**config.mk**
```make
export PLATFORM = sky130hd
export DESIGN_NAME = phy_irq_enable_and_tx_control
export DESIGN_NICKNAME = d
export VERILOG_FILES = /design/src/phy_regs_pkg_end.sv /design/src/phy_regs_pkg.sv /design/src/phy_irq_enable_and_tx_control.sv
export SDC_FILE = /design/constraint.sdc
export NUM_CORES = 1
export LEC_CHECK = 0
export BUFFER_PORTS_ARGS = -buffer_cell sky130_fd_sc_hd__buf_2
export CORE_MARGIN = 2
export CORE_UTILIZATION = 46
export DETAILED_ROUTE_END_ITERATION = 8
export PLACE_DENSITY_LB_ADDON = 0.12
export SYNTH_ARGS = -nofsm -noshare
export SYNTH_HDL_FRONTEND = slang
export SYNTH_SLANG_ARGS = --single-unit
```
**constraint.sdc**
```tcl
create_clock -name clk_i -period 1.75 [get_ports clk_i]
set_input_delay 0.2625 -clock clk_i [delete_from_list [all_inputs] [get_ports clk_i]]
set_output_delay 0.2625 -clock clk_i [all_outputs]
set_load 0.01 [all_outputs]
```
**src/phy_regs_pkg_end.sv**
```systemverilog
// Intentionally empty companion: no content.

```
**src/phy_regs_pkg.sv**
```systemverilog
// Constants, field layouts and carrier types of the transceiver register bank.
// Assumes a 32-bit classic Wishbone slave and one 20 MHz controller clock.

package phy_regs_pkg;

   // -------------------------------------------------------------------
   // Register byte offsets
   // -------------------------------------------------------------------
   localparam logic [7:0] PHY_EVENT_STATUS_OFF     = 8'hD4;
   localparam logic [7:0] PHY_INTERRUPT_ENABLE_OFF = 8'hD8;
   localparam logic [7:0] PHY_100TX_CONTROL_OFF    = 8'hDC;

   // -------------------------------------------------------------------
   // Field positions
   // -------------------------------------------------------------------
   localparam int AUTONEG_DONE_BIT          = 6;
   localparam int REMOTE_FAULT_BIT          = 5;
   localparam int LINK_DOWN_BIT             = 4;
   localparam int PARTNER_ACK_BIT           = 3;
   localparam int PARALLEL_DETECT_FAULT_BIT = 2;
   localparam int PAGE_RECEIVED_BIT         = 1;
   localparam int RX_ERROR_FULL_BIT         = 0;

   localparam int RX_ERROR_COUNTER_OFF_BIT     = 13;
   localparam int AUTONEG_DONE_MIRROR_BIT      = 12;
   localparam int REMOTE_LOOPBACK_ON_BIT       = 9;
   localparam int DC_RESTORE_ON_BIT            = 8;
   localparam int LINE_CODE_CONVERT_ON_BIT     = 7;
   localparam int TRANSMIT_ISOLATE_BIT         = 5;
   localparam int CURRENT_LINK_MODE_LSB        = 2;
   localparam int THREE_LEVEL_CODER_BYPASS_BIT = 1;
   localparam int SCRAMBLER_OFF_BIT            = 0;

   // -------------------------------------------------------------------
   // Masks and values after reset
   // -------------------------------------------------------------------
   localparam logic [15:0] ENABLE_WRITE_MASK  = 16'h007F;
   localparam logic [15:0] CONTROL_WRITE_MASK = 16'h23A3;
   localparam logic [15:0] ENABLE_RESET       = 16'h0000;
   localparam logic [15:0] CONTROL_RESET      = 16'h0100;
   localparam logic [5:0]  EVENTS_RESET       = 6'h00;

   // -------------------------------------------------------------------
   // Receive-error counting
   // -------------------------------------------------------------------
   localparam logic [6:0] RX_ERROR_FULL_COUNT = 7'h40;
   localparam logic [6:0] RX_ERROR_CNT_RESET  = 7'h00;

   // -------------------------------------------------------------------
   // Current link mode codes
   // -------------------------------------------------------------------
   localparam logic [2:0] MODE_NEGOTIATING    = 3'h0;
   localparam logic [2:0] MODE_10BT_HALF      = 3'h1;
   localparam logic [2:0] MODE_100TX_HALF     = 3'h2;
   localparam logic [2:0] MODE_10BT_FULL      = 3'h5;
   localparam logic [2:0] MODE_100TX_FULL     = 3'h6;

   // -------------------------------------------------------------------
   // Carrier types
   // -------------------------------------------------------------------
   typedef struct packed {
      logic autoneg_done;
      logic remote_fault;
      logic link_down;
      logic partner_ack;
      logic parallel_detect_fault;
      logic page_received;
   } phy_events_s;

   typedef struct packed {
      logic rx_error_counter_off;
      logic remote_loopback_on;
      logic dc_restore_on;
      logic line_code_convert_on;
      logic transmit_isolate;
      logic three_level_coder_bypass;
      logic scrambler_off;
   } phy_ctrl_s;

endpackage

```
**src/phy_irq_enable_and_tx_control.sv**
```systemverilog
// Interrupt enable, event status and 100BASE-TX control register bank.
// Assumes datapath events arrive as one-cycle pulses on the same clock,
// and that a classic Wishbone master drives the register bus.

`timescale 1ns/1ns

module phy_irq_enable_and_tx_control (
   input  wire logic                      clk_i,
   input  wire logic                      rst_i,
   input  wire logic                      wb_cyc_i,
   input  wire logic                      wb_stb_i,
   input  wire logic                      wb_we_i,
   input  wire logic [7:0]                wb_adr_i,
   input  wire logic [3:0]                wb_sel_i,
   input  wire logic [31:0]               wb_dat_i,
   output logic      [31:0]               wb_dat_o,
   output logic                           wb_ack_o,
   input  wire phy_regs_pkg::phy_events_s events_i,
   input  wire logic                      rx_error_evt_i,
   input  wire logic                      autoneg_done_i,
   input  wire logic [2:0]                current_link_mode_i,
   output phy_regs_pkg::phy_ctrl_s        ctrl_o,
   output logic                           irq_o
);
   import phy_regs_pkg::*;

   // -------------------------------------------------------------------
   // Helpers
   // -------------------------------------------------------------------

   // Merges write data into a 16-bit register by byte lane and mask.
   function automatic logic [15:0] merge16(
      input logic [15:0] old_val,
      input logic [15:0] new_val,
      input logic [1:0]  sel,
      input logic [15:0] mask
   );
      logic [15:0] lanes;
      lanes = {{8{sel[1]}}, {8{sel[0]}}} & mask;
      merge16 = (old_val & ~lanes) | (new_val & lanes);
   endfunction

   // -------------------------------------------------------------------
   // Storage
   // -------------------------------------------------------------------
   logic        ack_reg;
   logic [31:0] rdata_reg;
   logic [15:0] enable_reg;
   logic [15:0] control_reg;
   logic [5:0]  events_reg;
   logic [5:0]  events_next;
   logic        rx_full_reg;
   logic        rx_full_next;
   logic [6:0]  rx_cnt_reg;
   logic [6:0]  rx_cnt_next;
   logic        irq_reg;

   logic        take;
   logic        wr_take;
   logic        rd_take;
   logic        hit_status;
   logic        hit_enable;
   logic        hit_control;
   logic        status_read;
   logic        rx_inc;
   logic        rx_reach;
   logic [15:0] status_view;
   logic [15:0] control_view;

   // -------------------------------------------------------------------
   // Bus decode
   // -------------------------------------------------------------------

   // A request is taken in the cycle before the acknowledge rises.
   assign take        = wb_cyc_i & wb_stb_i & ~ack_reg;
   assign wr_take     = take & wb_we_i;
   assign rd_take     = take & ~wb_we_i;
   assign hit_status  = wb_adr_i[7:2] == PHY_EVENT_STATUS_OFF[7:2];
   assign hit_enable  = wb_adr_i[7:2] == PHY_INTERRUPT_ENABLE_OFF[7:2];
   assign hit_control = wb_adr_i[7:2] == PHY_100TX_CONTROL_OFF[7:2];
   assign status_read = rd_take & hit_status;

   // -------------------------------------------------------------------
   // Read views
   // -------------------------------------------------------------------
   always_comb begin
      status_view = 16'h0000;
      status_view[AUTONEG_DONE_BIT:PAGE_RECEIVED_BIT] = events_reg;
      status_view[RX_ERROR_FULL_BIT] = rx_full_reg;
   end

   always_comb begin
      control_view = control_reg & CONTROL_WRITE_MASK;
      control_view[AUTONEG_DONE_MIRROR_BIT] = autoneg_done_i;
      control_view[CURRENT_LINK_MODE_LSB +: 3] =
         current_link_mode_i;
   end

   // -------------------------------------------------------------------
   // Wishbone acknowledge and read data
   // -------------------------------------------------------------------
   always_ff @(posedge clk_i) begin
      if (rst_i) begin
         ack_reg <= 1'b0;
      end else begin
         ack_reg <= take;
      end
   end

   // Unmapped offsets and writes return zero.
   always_ff @(posedge clk_i) begin
      if (rst_i) begin
         rdata_reg <= 32'h0000_0000;
      end else if (rd_take) begin
         if (hit_status) begin
            rdata_reg <= {16'h0000, status_view};
         end else if (hit_enable) begin
            rdata_reg <= {16'h0000, enable_reg & ENABLE_WRITE_MASK};
         end else if (hit_control) begin
            rdata_reg <= {16'h0000, control_view};
         end else begin
            rdata_reg <= 32'h0000_0000;
         end
      end else if (take) begin
         rdata_reg <= 32'h0000_0000;
      end
   end

   assign wb_ack_o = ack_reg;
   assign wb_dat_o = rdata_reg;

   // -------------------------------------------------------------------
   // Interrupt enable register
   // -------------------------------------------------------------------

   // Each enable bit sits at the same position as the flag it gates.
   always_ff @(posedge clk_i) begin
      if (rst_i) begin
         enable_reg <= ENABLE_RESET;
      end else if (wr_take && hit_enable) begin
         enable_reg <= merge16(enable_reg, wb_dat_i[15:0], wb_sel_i[1:0],
                               ENABLE_WRITE_MASK);
      end
   end

   // -------------------------------------------------------------------
   // 100BASE-TX control register
   // -------------------------------------------------------------------

   // Only the writable control bits are stored; status fields are live.
   always_ff @(posedge clk_i) begin
      if (rst_i) begin
         control_reg <= CONTROL_RESET;
      end else if (wr_take && hit_control) begin
         control_reg <= merge16(control_reg, wb_dat_i[15:0], wb_sel_i[1:0],
                                CONTROL_WRITE_MASK);
      end
   end

   // Remote loop-back relies on software keeping MAC loop-back at 00.
   assign ctrl_o.rx_error_counter_off =
      control_reg[RX_ERROR_COUNTER_OFF_BIT];
   assign ctrl_o.remote_loopback_on =
      control_reg[REMOTE_LOOPBACK_ON_BIT];
   assign ctrl_o.dc_restore_on =
      control_reg[DC_RESTORE_ON_BIT];
   assign ctrl_o.line_code_convert_on =
      control_reg[LINE_CODE_CONVERT_ON_BIT];
   assign ctrl_o.transmit_isolate =
      control_reg[TRANSMIT_ISOLATE_BIT];
   assign ctrl_o.three_level_coder_bypass =
      control_reg[THREE_LEVEL_CODER_BYPASS_BIT];
   assign ctrl_o.scrambler_off =
      control_reg[SCRAMBLER_OFF_BIT];

   // -------------------------------------------------------------------
   // Latched event flags
   // -------------------------------------------------------------------

   // A read clears the flags it returned; a new event in that cycle wins.
   always_comb begin
      events_next = events_reg;
      if (status_read) begin
         events_next = EVENTS_RESET;
      end
      events_next = events_next | events_i;
   end

   always_ff @(posedge clk_i) begin
      if (rst_i) begin
         events_reg <= EVENTS_RESET;
      end else begin
         events_reg <= events_next;
      end
   end

   // -------------------------------------------------------------------
   // Receive-error counter and full flag
   // -------------------------------------------------------------------

   // The counter holds at the threshold so the flag cannot be re-raised
   // by a wrap; a status read restarts the count unless an error arrives
   // in that cycle, which leaves the old count plus one.
   assign rx_inc = rx_error_evt_i
                 & ~control_reg[RX_ERROR_COUNTER_OFF_BIT]
                 & (rx_cnt_reg != RX_ERROR_FULL_COUNT);
   assign rx_reach = rx_inc
                   & (rx_cnt_reg == RX_ERROR_FULL_COUNT - 7'h01);

   always_comb begin
      rx_cnt_next  = rx_cnt_reg;
      rx_full_next = rx_full_reg;
      if (status_read) begin
         rx_cnt_next  = RX_ERROR_CNT_RESET;
         rx_full_next = 1'b0;
      end
      if (rx_inc) begin
         rx_cnt_next = rx_cnt_reg + 7'h01;
      end
      if (rx_reach) begin
         rx_full_next = 1'b1;
      end
   end

   always_ff @(posedge clk_i) begin
      if (rst_i) begin
         rx_cnt_reg <= RX_ERROR_CNT_RESET;
      end else begin
         rx_cnt_reg <= rx_cnt_next;
      end
   end

   always_ff @(posedge clk_i) begin
      if (rst_i) begin
         rx_full_reg <= 1'b0;
      end else begin
         rx_full_reg <= rx_full_next;
      end
   end

   // -------------------------------------------------------------------
   // Interrupt request
   // -------------------------------------------------------------------
   always_ff @(posedge clk_i) begin
      if (rst_i) begin
         irq_reg <= 1'b0;
      end else begin
         irq_reg <= |({events_reg, rx_full_reg}
                      & enable_reg[AUTONEG_DONE_BIT:RX_ERROR_FULL_BIT]);
      end
   end

   assign irq_o = irq_reg;

endmodule

```
; ---- Word-level counts from Yosys, hierarchy flattened
; Cells that the tools add are included.
[word_totals]
word_cells = 51
out_inout_bits = 41
regBits = 80
[classes]
n_mux = 10
eq_ne = 5
n_reduce_logical = 6
add_sub_neg = 1
bitwise = 21
[ops]
columns = op, n
row1 = two-way mux 32 bit, 2
row2 = two-way mux 14 bit, 3
row3 = bitwise AND 16 bit, 2
row4 = bitwise OR 16 bit, 2
row5 = "== test 6 bit, second input constant", 3
row6 = bitwise AND 16 x 14 -> 16 bit, 1
row7 = bitwise AND 16 x 7 -> 16 bit, 1
row8 = NOT 14 -> 16 bit, 1
row9 = NOT 7 -> 16 bit, 1
row10 = two-way mux 7 bit, 2
row11 = bitwise AND 1 bit, 8
row12 = "adder 7 x 1 -> 7 bit, second input constant", 1
row13 = bitwise AND 7 bit, 1
row14 = "== test 7 x 6 -> 1 bit, second input constant", 1
row15 = "inequality test 7 bit, second input constant", 1
row16 = OR reduction 7 bit, 1
row17 = two-way mux 6 bit, 1
row18 = bitwise OR 6 bit, 1
row19 = nonzero test 2 bit, 3
row20 = NOT 1 bit, 3
row21 = logical AND 1 bit, 2
row22 = two-way mux 1 bit, 2

; ---- Depth between registers and ports, before layout
; Gate-level depths: netlist of the first run.
[depth]
depth_word = 6
mapped_depth = 6

; ---- Worst setup path after synthesis of the first run
; OpenSTA, ideal clock, no wires.
[synth_path]
path_kind = register to register
from = register ack_reg, in the netlist wb_ack_o
to = register with a tool-made name
arrival_time_ns = 1.445
stages_incl_launch_ff = 6
period_less_slack_ns = 1.569
setup_time_ns = 0.124
slack_ns = 0.181
cell_sequence = dfxtp_1 > nand3b_1 > or4_2 > buf_2 > mux2i_1 > nor2_1
[synth_lines]
columns = element, line_no
row1 = start: declaration, phy_irq_enable_and_tx_control.sv:46  ; logic ack_reg;
row2 = start signal: assignment, phy_irq_enable_and_tx_control.sv:106  ; ack_reg <= take;

==> impl_metrics.toml, run 1 <==
[timing]
drv_slew = 0
rsz0062_at_grt = "true"
finalSetupViolations = 0
setup_tns_ns = 0
min_period_over_period_pct = 93.2
skew_ns = 0.00476
hold_viol = 0
layout_setup_ws_ns = 0.118
max_freq_ghz = 0.613
timing.hold.ws_ns = 0.173
period_minus_slack_ns = 1.63

[detailed_routing]
wirelength_mm = 4.48
antenna_left = 0
via_per_inst = 5.09
vias = 1765
drtIter0Drc = 94
wl_per_cell_um = 12.9
first_pass_iters = 4
drcViolationCount = 0

[global_routing]
track_usage_pct = 18.3
grt_pass1_wl_mm = 7.38
top_usage_layer = "met2"
grt_max_degree = 19
grtUsageMet1_pct = 25.7
antenna_found_initial = 0
grt_pass1_vias = 1611
grt-ovfl-total = 0
gr-usage-met3_pct = 4.84
grt_use_met2_pct = 27.7

[yosys]
netlist_instances = 235
synth-edff-count = 0
syn_area_um2 = 2080
synthArstFlopShare_pct = 0
synth.area.top_cells = "dfxtp_1, buf_4, mux2i_1"
ys_seq_area_share_pct = 40.5
yosysWarnings = 0
synthFlopType = "dfxtp_1"
synthDistinctLibCells = 38
ys_seq_elements = 42
synth_top_area_share_pct = 40.5
avgSynthCellArea_um2 = 8.84
yosys.area.top_type = "dfxtp_1"

[placed_design]
gp_congestion = 0.777
io_buffers = 55
dp_hpwl_mm = 3.36
place_inst = 338
place_area_um2 = 2350
place_ws_ns = 0.0752

[setup_path]
required_ns = 1.93
crit_type = "reg2reg"
start_kind = "flip-flop"
path_max_fanout = 7
cp.arrival_ns = 1.81
rrSetupSlack_ns = 0.12
end_kind = "flip-flop"

[pwr]
irDropWorstVdd_mv = 0.438
p_sw_share_pct = 23.3
clockPowerShare_pct = 38.5
intPower_mw = 1.49
combPwrFrac_pct = 10.0
p_per_area_nw_per_um2 = 785
finalPower_mw = 1.94
p_leak_nw = 1.05
power_frac_seq_pct = 51.4
p_switching_uw = 451

[floorplan]
die_w_um = 71.2
start_util_pct = 47.7
coreArea_um2 = 4350
io_pins = 101
die_area_um2 = 5070
rows = 24
die_y_um = 71.2

[clocking]
clock_sinks = 42
cts_buffers = 5
tritoncts = "done"
root_buffer = "clkbuf_8"
ctsHtreeMaxLevel = 2
clkSlewWorstSetupHoldPaths_ns = 0.08
clock_latency_ns = 0.29
clock_path_buffers = 2

[finish]
antenna_cells = 0
final_common_cell = "buf_2"
fin_util_pct = 56.6
final_nets = 356
fin_cells = 347
area_growth_pct = 18.7
layout-drive-gt1-share_pct = 27.1
final_cell_mix = "buf_2, dfxtp_1, a21oi_1, nor2_1, conb_1"
stdcell_area_um2 = 2470

[min_path]
min_path_type = "in2reg"

[outcome]
outcome = "finished clean"

[run]
maxCapViolCount = 0
metal layers:
metal	wire length, um	vias to the layer above
li1	-	905
met1	2180	787
met2	1890	66
met3	362	7
met4	46	0
met5	0	-
critical path, cell delays in order, from the launching register on:
cell and delay (ns):
dfxtp_1 0.32, nand3b_1 0.28, buf_4 0.23, nor4_4 0.27
buf_12 0.17, mux2i_1 0.20, nor2_1 0.06
worst paths after layout:
kind	endpoint	startpoint	cells after the start
setup / recovery	flip-flop	wb_ack_o	6
hold reg to reg	wb_dat_o[12]	wb_dat_o[12]	2
hold / removal	events_reg[0]	events_i[0]	3
setup reg to reg	flip-flop	wb_ack_o	6
cell type report:
class	instances	area, um^2
Clock inverter	1	30.0
Multi-Input combinational cell	167	1030
Inverter	9	33.8
Sequential cell	42	841
Tap cell	52	65.1
Timing Repair Buffer	69	393
Clock buffer	7	76.3
Fill cell	445	1890
cells by family (layout without fill, tap and decap cells):
group	Yosys count	count (layout)	synth area share (%)
AO/OA/AOI/OAI	54	54	15.8
adder cells (fa/ha/maj)	2	2	1.20
buffers and inverters	45	86	13.8
flip-flops	42	42	40.5
multiplexers	14	14	6.75
other	1	20	0.181
AND/OR/NAND/NOR	77	77	21.7
power by group through the flow:
stage / Combinational [mW] / Clock, mW / Sequential (mW)
2_1_floorplan: 0.145 / 0 / 1.02
3_3_place_gp: 0.188 / 0 / 1.02
3_5_place_dp: 0.191 / 0 / 1.02
4_1_cts: 0.192 / 0.759 / 0.996
5_1_grt: 0.216 / 0.804 / 0.999
6_report: 0.195 / 0.746 / 0.996
synthesized netlist by cell type (5+ instances only):
cell	n
clkbuf_1	6
nand2_1	10
or3_1	5
o21ai_0	7
a21oi_1	26
inv_1	9
mux2i_1	14
nand3_1	8
nand3b_1	16
nor2_1	24
dfxtp_1	42
buf_4	22
a211oi_1	6
timing repair:
action                                  CTS  global route
endpoints found under the setup margin    0            12
setup buffers                             0             1
hold buffers                              0             0
gates resized for setup                   0             2
Power figures use the tool's default switching activity.
==> run 2, diff against run 1 <==
--- a/config.mk
+++ b/config.mk
@@ -5,9 +5,10 @@
 export SDC_FILE = /design/constraint.sdc
 export NUM_CORES = 1
 export LEC_CHECK = 0
+export ABC_AREA = 1
 export BUFFER_PORTS_ARGS = -buffer_cell sky130_fd_sc_hd__buf_2
 export CORE_MARGIN = 2
-export CORE_UTILIZATION = 46
+export CORE_UTILIZATION = 47
 export DETAILED_ROUTE_END_ITERATION = 8
 export PLACE_DENSITY_LB_ADDON = 0.12
 export SYNTH_ARGS = -nofsm -noshare
==> run 2 against run 1 <==
  * Critical path depth up 2
  * Final area grew 3.1%
  * Global-route usage rose by 0.79 points
  * Largest power group unchanged
  * Via count is 13% higher
  * Highest routed layer unchanged
==> impl_metrics.toml, run 2 <==
[outcome]
outcome = "finished clean"

[yosys]
yosysWarnings = 0
synth_xor_area_share_pct = 0
ys_seq_area_share_pct = 38.1
ys_seq_elements = 42
synthDistinctLibCells = 28
netlist_instances = 306
synth_top_area_share_pct = 38.1
synthFlopType = "dfxtp_1"
syn_area_um2 = 2210
yosys.area.top_type = "dfxtp_1"
synth-edff-count = 0
yosysMostFrequentCell = "nand2_1"
synth_compound_area_share_pct = 12.9
synth.area.top_cells = "dfxtp_1, nand2_1, nand3_1"
synthArstFlopShare_pct = 0
muxShareOfSynthArea_pct = 0
synth.top_cells.by_count = "nand2_1, dfxtp_1, nor2_1"
synth-simple-area-share_pct = 33.8
avgSynthCellArea_um2 = 7.22
synth_fa_ha_area_share_pct = 1.13
synth_top_family_by_area = "simple AND/OR/NAND/NOR gates"

[setup_path]
required_ns = 1.94
rr_startpoint = "rx_cnt_reg[0]"
path_max_fanout = 7
rr_worst_depth = 8
rrSetupSlack_ns = 0.25
cp.arrival_ns = 1.69
end_kind = "flip-flop"
path_cells = "inv_1 -> ha_1 -> inv_1 -> nor2_1 -> nand3_1 -> nand2_1 -> a21oi_1 -> nor2_1"
timing.rr.end = "rx_cnt_reg[0]"
start_kind = "flip-flop"
crit_type = "reg2reg"
cp_slowest_cell = "dfxtp_1"
critical-path-max-stage-delay_ns = 0.42

[timing]
finalSetupViolations = 0
min_period_over_period_pct = 85.8
max_freq_ghz = 0.666
slew_headroom_pct = 65.4
period_minus_slack_ns = 1.50
skew_ns = 0.00473
hold_viol = 0
drv_slew = 0
setup_tns_ns = 0
worst_pin_slew_ns = 0.519
rsz0062_at_grt = "false"

[min_path]
whs_path_depth = 3
hold_start = "events_i[2]"
hold_end = "events_reg[2]"
min_path_type = "in2reg"

[floorplan]
die_w_um = 72.5
die_y_um = 72.5
io_pins = 101
die_area_um2 = 5260
rows = 24
start_util_pct = 49.7
coreArea_um2 = 4440

[global_routing]
antenna_found_initial = 0
grt_max_degree = 23
track_usage_pct = 19.1
grt_pass1_vias = 1757
grt-ovfl-total = 0
grt_pass1_wl_mm = 7.92

[pwr]
p_leak_nw = 1.23
finalPower_mw = 1.95
p_per_area_nw_per_um2 = 765
irDropWorstVdd_mv = 0.408

[clocking]
root_buffer = "clkbuf_8"
cts_buffers = 5
cts_resized = 0
clock_path_buffers = 2
hold_buffers = 0
tritoncts = "done"
ctsHtreeMaxLevel = 2
clock_sinks = 42
clkSlewWorstSetupHoldPaths_ns = 0.08
postCtsSetupRepairBufs = 0
clock_latency_ns = 0.29

[detailed_routing]
drcViolationCount = 0
antenna_left = 0
wl_per_cell_um = 11.7
drtIter0Drc = 124
first_pass_iters = 4
via_per_inst = 4.80
wirelength_mm = 4.85
vias = 1994

[finish]
stdcell_area_um2 = 2540
final_common_cell = "nand2_1"
layout-drive-gt1-share_pct = 24.0
antenna_cells = 0
fin_util_pct = 57.2
final_cell_mix = "nand2_1, buf_2, dfxtp_1, nor2_1, nand3_1"
final_nets = 424
fin_cells = 415
area_growth_pct = 15.1

[placed_design]
gp_congestion = 0.770
place_inst = 407
io_buffers = 55
place_area_um2 = 2440
dp_hpwl_mm = 3.62

[run]
maxCapViolCount = 0
## run 2: cell families (layout without fill, tap and decap cells)
logic type / Yosys count / count (layout)
DFF: 42 / 42
AOI/OAI and AO/OA: 49 / 49
and+or+nand+nor: 157 / 157
adders and majority gates: 2 / 2
buffers and inverters: 55 / 93
other: 1 / 20
## run 2: metal layers
layer	part of all wire (%)	global-route usage, %
met5	0	0
met4	0.78	5.56
met2	45	29.4
met1	50	26.8
met3	5.0	4.03
## run 2: worst max-delay path by stage
stage,startpoint,end,depth (start not counted)
floorplan,rx_cnt_reg[0],rx_cnt_reg[0],8
global placement,rx_cnt_reg[0],rx_cnt_reg[0],8
detailed placement,rx_cnt_reg[0],rx_cnt_reg[0],8
CTS,rx_cnt_reg[0],rx_cnt_reg[0],8
global route,rx_cnt_reg[0],rx_cnt_reg[6],7
finish,rx_cnt_reg[0],rx_cnt_reg[0],8
## run 2: area by class of cell
type / instances / area [um^2]
Tap cell: 52 / 65.1
Fill cell: 467 / 1900
Clock buffer: 7 / 76.3
Timing Repair Buffer: 58 / 298
Sequential cell: 42 / 841
Clock inverter: 1 / 30.0
Multi-Input combinational cell: 228 / 1130
Inverter: 27 / 103
## run 2: power breakdown
part | switching (mW) | internal, mW | total (mW)
clock network | 0.323 | 0.427 | 0.750
logic | 0.124 | 0.0721 | 0.196
registers | 0.0214 | 0.978 | 1.00
## run 2: per-stage QoR
stage | worst slack, ns | hold slack, ns
detailed placement | 0.257 | 0.456
global placement | 0.281 | 0.453
floorplan | 0.477 | 0.332
CTS | 0.251 | 0.170
finish | 0.248 | 0.174
global route | 0.0941 | 0.177
## run 2: critical path, delay by kind of cell, from the launching register on
| kind | cells | cell delay, ns |
|---|---|---|
| buffers and inverters | 2 | 0.17 |
| adders and majority gates | 1 | 0.22 |
| and+or+nand+nor | 4 | 0.41 |
| AOI/OAI and AO/OA | 1 | 0.19 |
| DFF | 1 | 0.42 |
